`src/prs_pkg.sv`:
```
// constants, types and helpers for the power-up, power-down and security block
package prs_pkg;

    // ****************************************************************
    // sizes
    // ****************************************************************
    localparam int unsigned NUM_CELLS = 10;
    localparam int unsigned SIG_WORDS = 2;
    localparam int unsigned PIN_COUNT = 12;

    // ****************************************************************
    // register offsets
    // ****************************************************************
    localparam logic [7:0] ADDR_CTRL = 8'h00;
    localparam logic [7:0] ADDR_POLARITY = 8'h04;
    localparam logic [7:0] ADDR_OUT_ENABLE = 8'h08;
    localparam logic [7:0] ADDR_PRELOAD = 8'h0C;
    localparam logic [7:0] ADDR_SECURE = 8'h10;
    localparam logic [7:0] ADDR_VERIFY = 8'h14;
    localparam logic [7:0] ADDR_STATUS = 8'h18;
    localparam logic [7:0] ADDR_CELLS = 8'h1C;
    localparam logic [7:0] ADDR_SIG_LO = 8'h20;
    localparam logic [7:0] ADDR_SIG_HI = 8'h24;

    // ****************************************************************
    // field positions
    // ****************************************************************
    localparam int unsigned CTRL_PD_ENABLE_BIT = 0;
    localparam int unsigned SECURE_FUSE_BIT = 0;
    localparam int unsigned STAT_SLEEP_BIT = 0;
    localparam int unsigned STAT_SECURED_BIT = 1;
    localparam int unsigned STAT_PORST_BIT = 2;
    localparam int unsigned STAT_REFUSED_BIT = 3;
    localparam int unsigned VERIFY_OE_LSB = 16;

    // ****************************************************************
    // reset values
    // ****************************************************************
    localparam logic PD_ENABLE_RESET = 1'b0;
    localparam logic FUSE_RESET = 1'b0;
    localparam logic [9:0] POLARITY_RESET = 10'h000;
    localparam logic [9:0] OUT_ENABLE_RESET = 10'h000;
    localparam logic [31:0] SIG_RESET = 32'h0000_0000;

    // ****************************************************************
    // timing
    // ****************************************************************
    localparam int unsigned CLK_PERIOD_NS = 50;
    localparam int unsigned POWER_UP_RESET_TIME_NS = 600;
    localparam int unsigned POWER_UP_RESET_CYCLES =
        (POWER_UP_RESET_TIME_NS + CLK_PERIOD_NS - 1) / CLK_PERIOD_NS;
    localparam logic [7:0] PORST_LAST =
        8'(POWER_UP_RESET_CYCLES - 1);

    // ****************************************************************
    // sequencer states
    // ****************************************************************
    typedef enum logic [2:0] {
        PRS_PORST = 3'b001,
        PRS_RUN = 3'b010,
        PRS_SLEEP = 3'b100
    } prs_state_t;

    // address is one of the mapped words
    function automatic logic prs_mapped(input logic [7:0] addr);
        logic hit;
        hit = 1'b0;
        if (addr == ADDR_CTRL || addr == ADDR_POLARITY) begin
            hit = 1'b1;
        end else if (addr == ADDR_OUT_ENABLE || addr == ADDR_PRELOAD) begin
            hit = 1'b1;
        end else if (addr == ADDR_SECURE || addr == ADDR_VERIFY) begin
            hit = 1'b1;
        end else if (addr == ADDR_STATUS || addr == ADDR_CELLS) begin
            hit = 1'b1;
        end else if (addr == ADDR_SIG_LO || addr == ADDR_SIG_HI) begin
            hit = 1'b1;
        end
        return hit;
    endfunction : prs_mapped

    // address selects a signature word
    function automatic logic prs_is_sig(input logic [7:0] addr);
        return (addr == ADDR_SIG_LO) || (addr == ADDR_SIG_HI);
    endfunction : prs_is_sig

endpackage : prs_pkg

```
`src/prs_pin_sync.sv`:
```
// two-stage synchroniser for the device pins
`timescale 1ns/1ns
module prs_pin_sync #(
    parameter int unsigned WIDTH = prs_pkg::PIN_COUNT
) (
    // clock and reset
    input wire logic clk_sys,
    input wire logic srst,
    // pins in, synchronised out
    input wire logic [WIDTH-1:0] pinIn,
    output logic [WIDTH-1:0] pinSync
);

    logic [WIDTH-1:0] stageOne;
    logic [WIDTH-1:0] next_stageOne;
    logic [WIDTH-1:0] next_pinSync;

    always_comb begin
        next_stageOne = pinIn;
        next_pinSync = stageOne;
    end

    always_ff @(posedge clk_sys) begin
        if (srst) begin
            stageOne <= '0;
            pinSync <= '0;
        end else begin
            stageOne <= next_stageOne;
            pinSync <= next_pinSync;
        end
    end

endmodule : prs_pin_sync

```
`src/prs_sequencer_top.sv`:
```
// macrocell housekeeping: power-up clear, power-down hold, preload, security
`timescale 1ns/1ns
module prs_sequencer_top (
    // clock and reset
    input wire logic clk_sys,
    input wire logic srst,
    // apb slave
    input wire logic psel,
    input wire logic penable,
    input wire logic pwrite,
    input wire logic [7:0] paddr,
    input wire logic [31:0] pwdata,
    output logic [31:0] prdata,
    output logic pready,
    output logic pslverr,
    // device pins
    input wire logic arrayClkPin,
    input wire logic [9:0] logicInPin,
    input wire logic input_or_sleep_pin,
    output logic [9:0] cellOut,
    output logic [9:0] cellOutEn
);

    // ****************************************************************
    // pin synchronisers
    // ****************************************************************
    logic [11:0] pinSync;
    logic arrayClkS;
    logic sleepPinS;
    logic [9:0] logicInS;

    prs_pin_sync #(
        .WIDTH(prs_pkg::PIN_COUNT)
    ) uPinSync (
        .clk_sys(clk_sys),
        .srst(srst),
        .pinIn({input_or_sleep_pin, arrayClkPin, logicInPin}),
        .pinSync(pinSync)
    );

    assign logicInS = pinSync[9:0];
    assign arrayClkS = pinSync[10];
    assign sleepPinS = pinSync[11];

    // ****************************************************************
    // apb decode
    // ****************************************************************
    logic setupPh;
    logic accessPh;
    logic xferDone;
    logic wrDone;
    logic [31:0] sigRdData;
    logic pdEnable;
    logic fuseSet;
    logic refused;
    logic [9:0] polarity;
    logic [9:0] outEnable;
    logic [9:0] cells;
    logic [7:0] porstCnt;
    prs_pkg::prs_state_t state;

    assign setupPh = psel & ~penable;
    assign accessPh = psel & penable;
    assign xferDone = accessPh & pready;
    assign wrDone = xferDone & pwrite & ~pslverr;

    prs_sig_mem uSigMem (
        .clk_sys(clk_sys),
        .srst(srst),
        .wrEn(wrDone & prs_pkg::prs_is_sig(paddr)),
        .wrSel(paddr == prs_pkg::ADDR_SIG_HI),
        .wrData(pwdata),
        .rdSel(paddr == prs_pkg::ADDR_SIG_HI),
        .rdData(sigRdData)
    );

    logic [31:0] rdMux;
    logic accessErr;
    logic [31:0] next_prdata;
    logic next_pready;
    logic next_pslverr;

    // read mux and refusal check for the current access
    always_comb begin
        rdMux = 32'h0000_0000;
        accessErr = 1'b0;
        if (!prs_pkg::prs_mapped(paddr)) begin
            accessErr = 1'b1;
        end else if (paddr == prs_pkg::ADDR_CTRL) begin
            rdMux[prs_pkg::CTRL_PD_ENABLE_BIT] = pdEnable;
        end else if (paddr == prs_pkg::ADDR_POLARITY) begin
            rdMux[9:0] = polarity;
        end else if (paddr == prs_pkg::ADDR_OUT_ENABLE) begin
            rdMux[9:0] = outEnable;
        end else if (paddr == prs_pkg::ADDR_PRELOAD) begin
            accessErr = pwrite & (fuseSet | (state != prs_pkg::PRS_RUN));
        end else if (paddr == prs_pkg::ADDR_SECURE) begin
            rdMux[prs_pkg::SECURE_FUSE_BIT] = fuseSet;
        end else if (paddr == prs_pkg::ADDR_VERIFY) begin
            accessErr = fuseSet;
            if (!fuseSet) begin
                rdMux[9:0] = polarity;
                rdMux[prs_pkg::VERIFY_OE_LSB +: 10] = outEnable;
            end
        end else if (paddr == prs_pkg::ADDR_STATUS) begin
            rdMux[prs_pkg::STAT_SLEEP_BIT] = state == prs_pkg::PRS_SLEEP;
            rdMux[prs_pkg::STAT_SECURED_BIT] = fuseSet;
            rdMux[prs_pkg::STAT_PORST_BIT] = state == prs_pkg::PRS_PORST;
            rdMux[prs_pkg::STAT_REFUSED_BIT] = refused;
        end else if (paddr == prs_pkg::ADDR_CELLS) begin
            rdMux[9:0] = cells;
        end else begin
            rdMux = sigRdData;
        end
    end

    // one wait state: answer on the second access edge
    always_comb begin
        next_pready = accessPh & ~pready;
        next_pslverr = 1'b0;
        next_prdata = 32'h0000_0000;
        if (accessPh && !pready) begin
            next_pslverr = accessErr;
            next_prdata = (pwrite || accessErr) ? 32'h0000_0000 : rdMux;
        end
    end

    always_ff @(posedge clk_sys) begin
        if (srst) begin
            pready <= 1'b0;
            pslverr <= 1'b0;
            prdata <= 32'h0000_0000;
        end else begin
            pready <= next_pready;
            pslverr <= next_pslverr;
            prdata <= next_prdata;
        end
    end

    // ****************************************************************
    // configuration registers
    // ****************************************************************
    logic next_pdEnable;
    logic next_fuseSet;
    logic next_refused;
    logic [9:0] next_polarity;
    logic [9:0] next_outEnable;

    always_comb begin
        next_pdEnable = pdEnable;
        next_fuseSet = fuseSet;
        next_refused = refused;
        next_polarity = polarity;
        next_outEnable = outEnable;
        if (wrDone && paddr == prs_pkg::ADDR_CTRL) begin
            next_pdEnable = pwdata[prs_pkg::CTRL_PD_ENABLE_BIT];
        end
        if (wrDone && paddr == prs_pkg::ADDR_POLARITY) begin
            next_polarity = pwdata[9:0];
        end
        if (wrDone && paddr == prs_pkg::ADDR_OUT_ENABLE) begin
            next_outEnable = pwdata[9:0];
        end
        if (wrDone && paddr == prs_pkg::ADDR_SECURE
            && pwdata[prs_pkg::SECURE_FUSE_BIT]) begin
            next_fuseSet = 1'b1;
        end
        if (wrDone && paddr == prs_pkg::ADDR_STATUS
            && pwdata[prs_pkg::STAT_REFUSED_BIT]) begin
            next_refused = 1'b0;
        end
        if (xferDone && pslverr) begin
            next_refused = 1'b1;
        end
    end

    always_ff @(posedge clk_sys) begin
        if (srst) begin
            pdEnable <= prs_pkg::PD_ENABLE_RESET;
            fuseSet <= prs_pkg::FUSE_RESET;
            refused <= 1'b0;
            polarity <= prs_pkg::POLARITY_RESET;
            outEnable <= prs_pkg::OUT_ENABLE_RESET;
        end else begin
            pdEnable <= next_pdEnable;
            fuseSet <= next_fuseSet;
            refused <= next_refused;
            polarity <= next_polarity;
            outEnable <= next_outEnable;
        end
    end

    // ****************************************************************
    // sequencer and macrocells
    // ****************************************************************
    logic clkPrev;
    logic clkRise;
    logic sleepReq;
    logic preloadWr;
    logic [9:0] arrayIn;
    prs_pkg::prs_state_t next_state;
    logic [7:0] next_porstCnt;
    logic [9:0] next_cells;
    logic [9:0] next_cellOut;
    logic [9:0] next_cellOutEn;

    assign clkRise = arrayClkS & ~clkPrev;
    assign sleepReq = pdEnable & sleepPinS;
    assign preloadWr = wrDone & (paddr == prs_pkg::ADDR_PRELOAD);
    // shared pin feeds the array only when power-down is off
    assign arrayIn = logicInS ^ {9'h000, ~pdEnable & sleepPinS};

    always_comb begin
        next_state = state;
        next_porstCnt = porstCnt;
        next_cells = cells;
        next_cellOut = cellOut;
        next_cellOutEn = cellOutEn;
        case (state)
            prs_pkg::PRS_PORST: begin
                next_cells = 10'h000;
                next_cellOut = polarity;
                next_cellOutEn = outEnable;
                next_porstCnt = porstCnt + 8'h01;
                if (porstCnt == prs_pkg::PORST_LAST) begin
                    next_state = prs_pkg::PRS_RUN;
                end
            end
            prs_pkg::PRS_RUN: begin
                if (preloadWr) begin
                    next_cells = pwdata[9:0];
                end else if (clkRise) begin
                    next_cells = arrayIn;
                end
                next_cellOut = cells ^ polarity;
                next_cellOutEn = outEnable;
                if (sleepReq) begin
                    next_state = prs_pkg::PRS_SLEEP;
                end
            end
            prs_pkg::PRS_SLEEP: begin
                // everything holds; clock and inputs ignored
                if (!sleepReq) begin
                    next_state = prs_pkg::PRS_RUN;
                end
            end
            default: begin
                next_state = prs_pkg::PRS_PORST;
            end
        endcase
    end

    always_ff @(posedge clk_sys) begin
        if (srst) begin
            state <= prs_pkg::PRS_PORST;
            porstCnt <= 8'h00;
            cells <= 10'h000;
            cellOut <= 10'h000;
            cellOutEn <= 10'h000;
            clkPrev <= 1'b0;
        end else begin
            state <= next_state;
            porstCnt <= next_porstCnt;
            cells <= next_cells;
            cellOut <= next_cellOut;
            cellOutEn <= next_cellOutEn;
            clkPrev <= arrayClkS;
        end
    end

    // ****************************************************************
    // assertions
    // ****************************************************************
    property p_porst_clear;
        @(posedge clk_sys) disable iff (srst)
        $fell(srst) |-> (state == prs_pkg::PRS_PORST && cells == 10'h000)[*8];
    endproperty
    a_porst_clear: assert property (p_porst_clear)
        else $error("cells not held clear during power-up reset");

    property p_porst_polarity;
        @(posedge clk_sys) disable iff (srst)
        ($past(state) == prs_pkg::PRS_PORST && $past(porstCnt) != 8'h00)
            |-> cellOut == $past(polarity);
    endproperty
    a_porst_polarity: assert property (p_porst_polarity)
        else $error("output after clear does not follow polarity");

    property p_sleep_hold_data;
        @(posedge clk_sys) disable iff (srst)
        (state == prs_pkg::PRS_SLEEP) |=> $stable(cellOut) && $stable(cells);
    endproperty
    a_sleep_hold_data: assert property (p_sleep_hold_data)
        else $error("output data moved during power-down");

    property p_sleep_hold_hiz;
        @(posedge clk_sys) disable iff (srst)
        (state == prs_pkg::PRS_SLEEP && !cellOutEn[0])
            |=> !cellOutEn[0] && $stable(cellOutEn);
    endproperty
    a_sleep_hold_hiz: assert property (p_sleep_hold_hiz)
        else $error("disabled output enabled during power-down");

    property p_sleep_ignore_clk;
        @(posedge clk_sys) disable iff (srst)
        (state == prs_pkg::PRS_SLEEP && clkRise && arrayIn != cells)
            |=> cells == $past(cells);
    endproperty
    a_sleep_ignore_clk: assert property (p_sleep_ignore_clk)
        else $error("register updated from clock in power-down");

    property p_preload;
        @(posedge clk_sys) disable iff (srst)
        preloadWr |=> cells == $past(pwdata[9:0]);
    endproperty
    a_preload: assert property (p_preload)
        else $error("preload value not forced into registers");

    property p_sig_open;
        @(posedge clk_sys) disable iff (srst)
        (xferDone && fuseSet && prs_pkg::prs_is_sig(paddr)) |-> !pslverr;
    endproperty
    a_sig_open: assert property (p_sig_open)
        else $error("signature access refused while secured");

    property p_secure_block;
        @(posedge clk_sys) disable iff (srst)
        (setupPh && fuseSet && paddr == prs_pkg::ADDR_VERIFY)
            |-> ##2 (pready && pslverr && prdata == 32'h0000_0000);
    endproperty
    a_secure_block: assert property (p_secure_block)
        else $error("verify allowed while secured");

    property p_sleep_entry;
        @(posedge clk_sys) disable iff (srst)
        (state == prs_pkg::PRS_RUN && pdEnable && sleepPinS)
            |=> state == prs_pkg::PRS_SLEEP;
    endproperty
    a_sleep_entry: assert property (p_sleep_entry)
        else $error("high sleep pin did not enter power-down");

    property p_pd_disabled;
        @(posedge clk_sys) disable iff (srst)
        (!pdEnable && state == prs_pkg::PRS_RUN) |=> state != prs_pkg::PRS_SLEEP;
    endproperty
    a_pd_disabled: assert property (p_pd_disabled)
        else $error("power-down entered with feature disabled");

endmodule : prs_sequencer_top

```
`src/prs_sig_mem.sv`:
```
// user signature store, two words with registered read
`timescale 1ns/1ns
module prs_sig_mem (
    // clock and reset
    input wire logic clk_sys,
    input wire logic srst,
    // write side
    input wire logic wrEn,
    input wire logic wrSel,
    input wire logic [31:0] wrData,
    // read side
    input wire logic rdSel,
    output logic [31:0] rdData
);

    logic [31:0] words [prs_pkg::SIG_WORDS];
    logic [31:0] next_words [prs_pkg::SIG_WORDS];
    logic [31:0] next_rdData;

    always_comb begin
        next_words = words;
        if (wrEn) begin
            next_words[wrSel] = wrData;
        end
        next_rdData = words[rdSel];
    end

    always_ff @(posedge clk_sys) begin
        if (srst) begin
            words[0] <= prs_pkg::SIG_RESET;
            words[1] <= prs_pkg::SIG_RESET;
            rdData <= prs_pkg::SIG_RESET;
        end else begin
            words <= next_words;
            rdData <= next_rdData;
        end
    end

endmodule : prs_sig_mem

```
`config.mk`:
```
export PLATFORM = sky130hd
export DESIGN_NAME = prs_sequencer_top
export DESIGN_NICKNAME = d
export VERILOG_FILES = /design/src/prs_pkg.sv /design/src/prs_pin_sync.sv /design/src/prs_sequencer_top.sv /design/src/prs_sig_mem.sv
export SDC_FILE = /design/constraint.sdc
export NUM_CORES = 1
export LEC_CHECK = 0
export BUFFER_PORTS_ARGS = -buffer_cell sky130_fd_sc_hd__buf_2
export CORE_ASPECT_RATIO = 0.6
export CORE_MARGIN = 2
export CORE_UTILIZATION = 55
export CTS_CLUSTER_DIAMETER = 150
export CTS_CLUSTER_SIZE = 16
export DETAILED_ROUTE_END_ITERATION = 10
export PLACE_DENSITY_LB_ADDON = 0.3
export SYNTH_ARGS = -nofsm -noshare
export SYNTH_HDL_FRONTEND = slang
export SYNTH_SLANG_ARGS = --single-unit
```
`constraint.sdc`:
```
create_clock -name clk_sys -period 2.11 [get_ports clk_sys]
set_clock_uncertainty 0.15 [all_clocks]
set_input_delay 0 -clock clk_sys [delete_from_list [all_inputs] [get_ports clk_sys]]
set_output_delay 0 -clock clk_sys [all_outputs]
set_load 0.02 [all_outputs]
```
==> flow_metrics.tcl <==
set metrics [dict create \
    fin_crit_sh 0.9497 \
    ir_drop_mv 0.4543 \
    cts-root-buf "clkbuf_16" \
    layout_min_cycle_time_ns 2.004 \
    hold_viol 0 \
    die_x_um 162.7 \
    syn_area_per_cell_um2 8.582 \
    leakagePower_uw 0.003734 \
    finalCoreUtilization 0.6902 \
    grt_pass1_vias 6645 \
    cts_setup_buffers 0 \
    area_growth_pct 21.47 \
    cp_max_fo 8 \
    yosysSeqAreaShare 0.5272 \
    initial_utilization 0.5682 \
    reg2reg_slack_ns 0.11 \
    hp-class "in2reg" \
    relSlewSlack 0.4390 \
    worst_setup_path_start_kind "flip-flop" \
    max_freq_ghz 0.4990 \
    syn-num-nets 1027 \
    max_cap_violations 0 \
    path_clk_slew_ns 0.08 \
    cts_sinks 219 \
    powerDensity_nw_per_um2 755.8 \
    ys_seq_elements 219 \
    drv_slew 0 \
    criticalPathCategory "reg2reg" \
    synth-edff-count 0 \
    overflow 0 \
    cts_tree "done" \
    track_usage 0.2659 \
    antenna_left 0 \
    final_cell_mix "nand2_1, dfxtp_1, a21oi_1, buf_2, dlygate4sd3_1" \
    drive_above_1_share 0.1629 \
    netlist_area_um2 8315 \
    layout_commonest_cell "nand2_1" \
    chipHeight_um 99.25 \
    synthFlopType "dfxtp_1" \
    antenna_found_initial 0 \
    dr.pass1.iters 5 \
    end_kind "flip-flop" \
    clock_path_buffers 3 \
    drt-vias-per-instance 5.563 \
    vias 7316 \
    io_pins 111 \
    worstPathArrival_ns 2.21 \
    wire_per_inst_um 16.31 \
    drt_iter0_markers 709 \
    io_buffers 110 \
    dpl-instance-area_um2 9090 \
    rows 34 \
    ys_types 57 \
    final_cell_area_um2 10100 \
    worstMarginPinSlew_ns 0.8414 \
    status "complete, no violations" \
    dieArea_um2 16150 \
    setup_viol 0 \
    gp_congestion 0.9025 \
    grt_max_degree 178 \
    htreeDepth 1 \
    wl_um 21450 \
    core-area_um2 14630 \
    cp_data_required_time_ns 2.31 \
    rsz0062_at_grt "no" \
    yosysWarningCount 0 \
    numCtsBuffers 17 \
    setup_tns_ns 0 \
    async_reset_ff_frac 0 \
    clock_latency_ns 0.48 \
    netlist_instances 969 \
    final_nets 1176 \
    drc 0 \
    antenna_cells 0 \
    hpwl_um 13990 \
    grt_pass1_wl_um 34470 \
]
-- sequential cells by signal, summed over array words and instances (netlist names) --
register and count:
clkPrev 1, refused 1, polarity 10, pslverr 1
cells 10, cellOut 10, porstCnt 8, pdEnable 1
outEnable 10, pready 1, uPinSync.next_pinSync 12, uSigMem.rdData 32
fuseSet 1, cellOutEn 10, uSigMem.words 64, state 3
prdata 32, uPinSync.pinSync 12
-- area by class of cell --
cell class                      instances  area [µm²]
Fill cell                            1244        4533
Sequential cell                       219        4385
Multi-Input combinational cell        678        3622
Timing Repair Buffer                  199        1401
Clock buffer                           17       425.4
Tap cell                              198       247.7
Inverter                                3       11.26
Clock inverter                          1       7.507
-- worst paths after layout --
check / depth (start not counted) / end / start
worst max-delay path: 6 / cells[8] / pready
worst min-delay path: 5 / prdata[0] / paddr[3]
worst max register to register: 6 / cells[8] / pready
worst min register to register: 1 / prdata[28] / uSigMem.rdData[28]
-- synthesized netlist by cell type, drive strengths merged (2+ instances only) --
cell / n / share of area
a22oi: 23 / 0.021
nand3: 26 / 0.016
nor3b: 10 / 0.0090
nand2: 256 / 0.12
and3: 6 / 0.0045
a21oi: 136 / 0.082
inv: 3 / 0.0014
nor3: 2 / 0.0012
xor2: 6 / 0.0063
nor4: 4 / 0.0048
a21o: 3 / 0.0027
dfxtp: 219 / 0.53
nand2b: 5 / 0.0038
o2bb2ai: 10 / 0.011
mux2i: 12 / 0.014
a211oi: 2 / 0.0030
nand4: 4 / 0.0030
nor2b: 30 / 0.023
nor4b: 3 / 0.0068
or2: 6 / 0.0045
o22a: 2 / 0.0021
a22o: 2 / 0.0021
and4bb: 2 / 0.0030
xnor2: 3 / 0.0032
a31oi: 10 / 0.011
a41o: 2 / 0.0024
o21ai: 15 / 0.0090
or3b: 3 / 0.0032
and3b: 2 / 0.0021
buf: 25 / 0.017
o211ai: 4 / 0.0036
nor2: 45 / 0.020
a41oi: 2 / 0.0021
clkbuf: 44 / 0.020
a221oi: 11 / 0.012
and2: 17 / 0.013
nand3b: 2 / 0.0018
-- logic make-up (layout without fill, tap and decap cells) --
| kind of cell | count (synthesis) | count (layout) | share of synthesized area |
|---|---|---|---|
| AND/OR/NAND/NOR | 426 | 426 | 0.2374 |
| buffers and inverters | 72 | 220 | 0.03822 |
| adder cells (fa/ha/maj) | 1 | 1 | 0.001504 |
| XOR/XNOR | 9 | 9 | 0.009480 |
| flip-flops | 219 | 219 | 0.5272 |
| AO/OA/AOI/OAI | 229 | 229 | 0.1703 |
| multiplexers | 13 | 13 | 0.01580 |
-- timing repair --
| action | in CTS | in global routing |
|---|---|---|
| setup endpoints to repair | 0 | 20 |
| hold buffers | 57 | 0 |
| endpoints found under the hold margin | 117 | 0 |
| resized for setup | 0 | 4 |
-- power breakdown --
| group | switching (µW) | internal (µW) | total [µW] |
|---|---|---|---|
| clock network | 1390 | 1440 | 2820 |
| registers | 37.0 | 4180 | 4220 |
| logic | 347 | 246 | 594 |
| total | 1770 | 5860 | 7630 |
-- through the flow --
stage,std cells,setup slack [ns],hold slack [ns],total power (µW)
4_1_cts,1315,0.03342,0.02506,7640
3_3_place_gp,1240,0.1139,0.06368,4799
2_1_floorplan,969,0.1523,-0.02182,4612
3_5_place_dp,1240,0.04558,0.06302,4810
5_1_grt,1315,0.02375,0.1035,7883
6_report,1315,0.1060,0.03994,7634
-- routing by layer --
metal,vias to the layer above,GRT usage,routed length [µm]
met5,-,0,0
met2,301,0.3892,8988
met1,3414,0.4134,10190
met3,24,0.04962,2046
met4,0,0.04221,231
li1,3577,-,-
-- critical path, cell delays in order, from the launching register on --
cell	delay, ns
dfxtp_1	0.34
and3_1	0.20
nand3b_1	0.18
or3_1	0.51
buf_4	0.23
mux2i_1	0.18
o2bb2ai_1	0.08
Power figures use the tool's default switching activity.
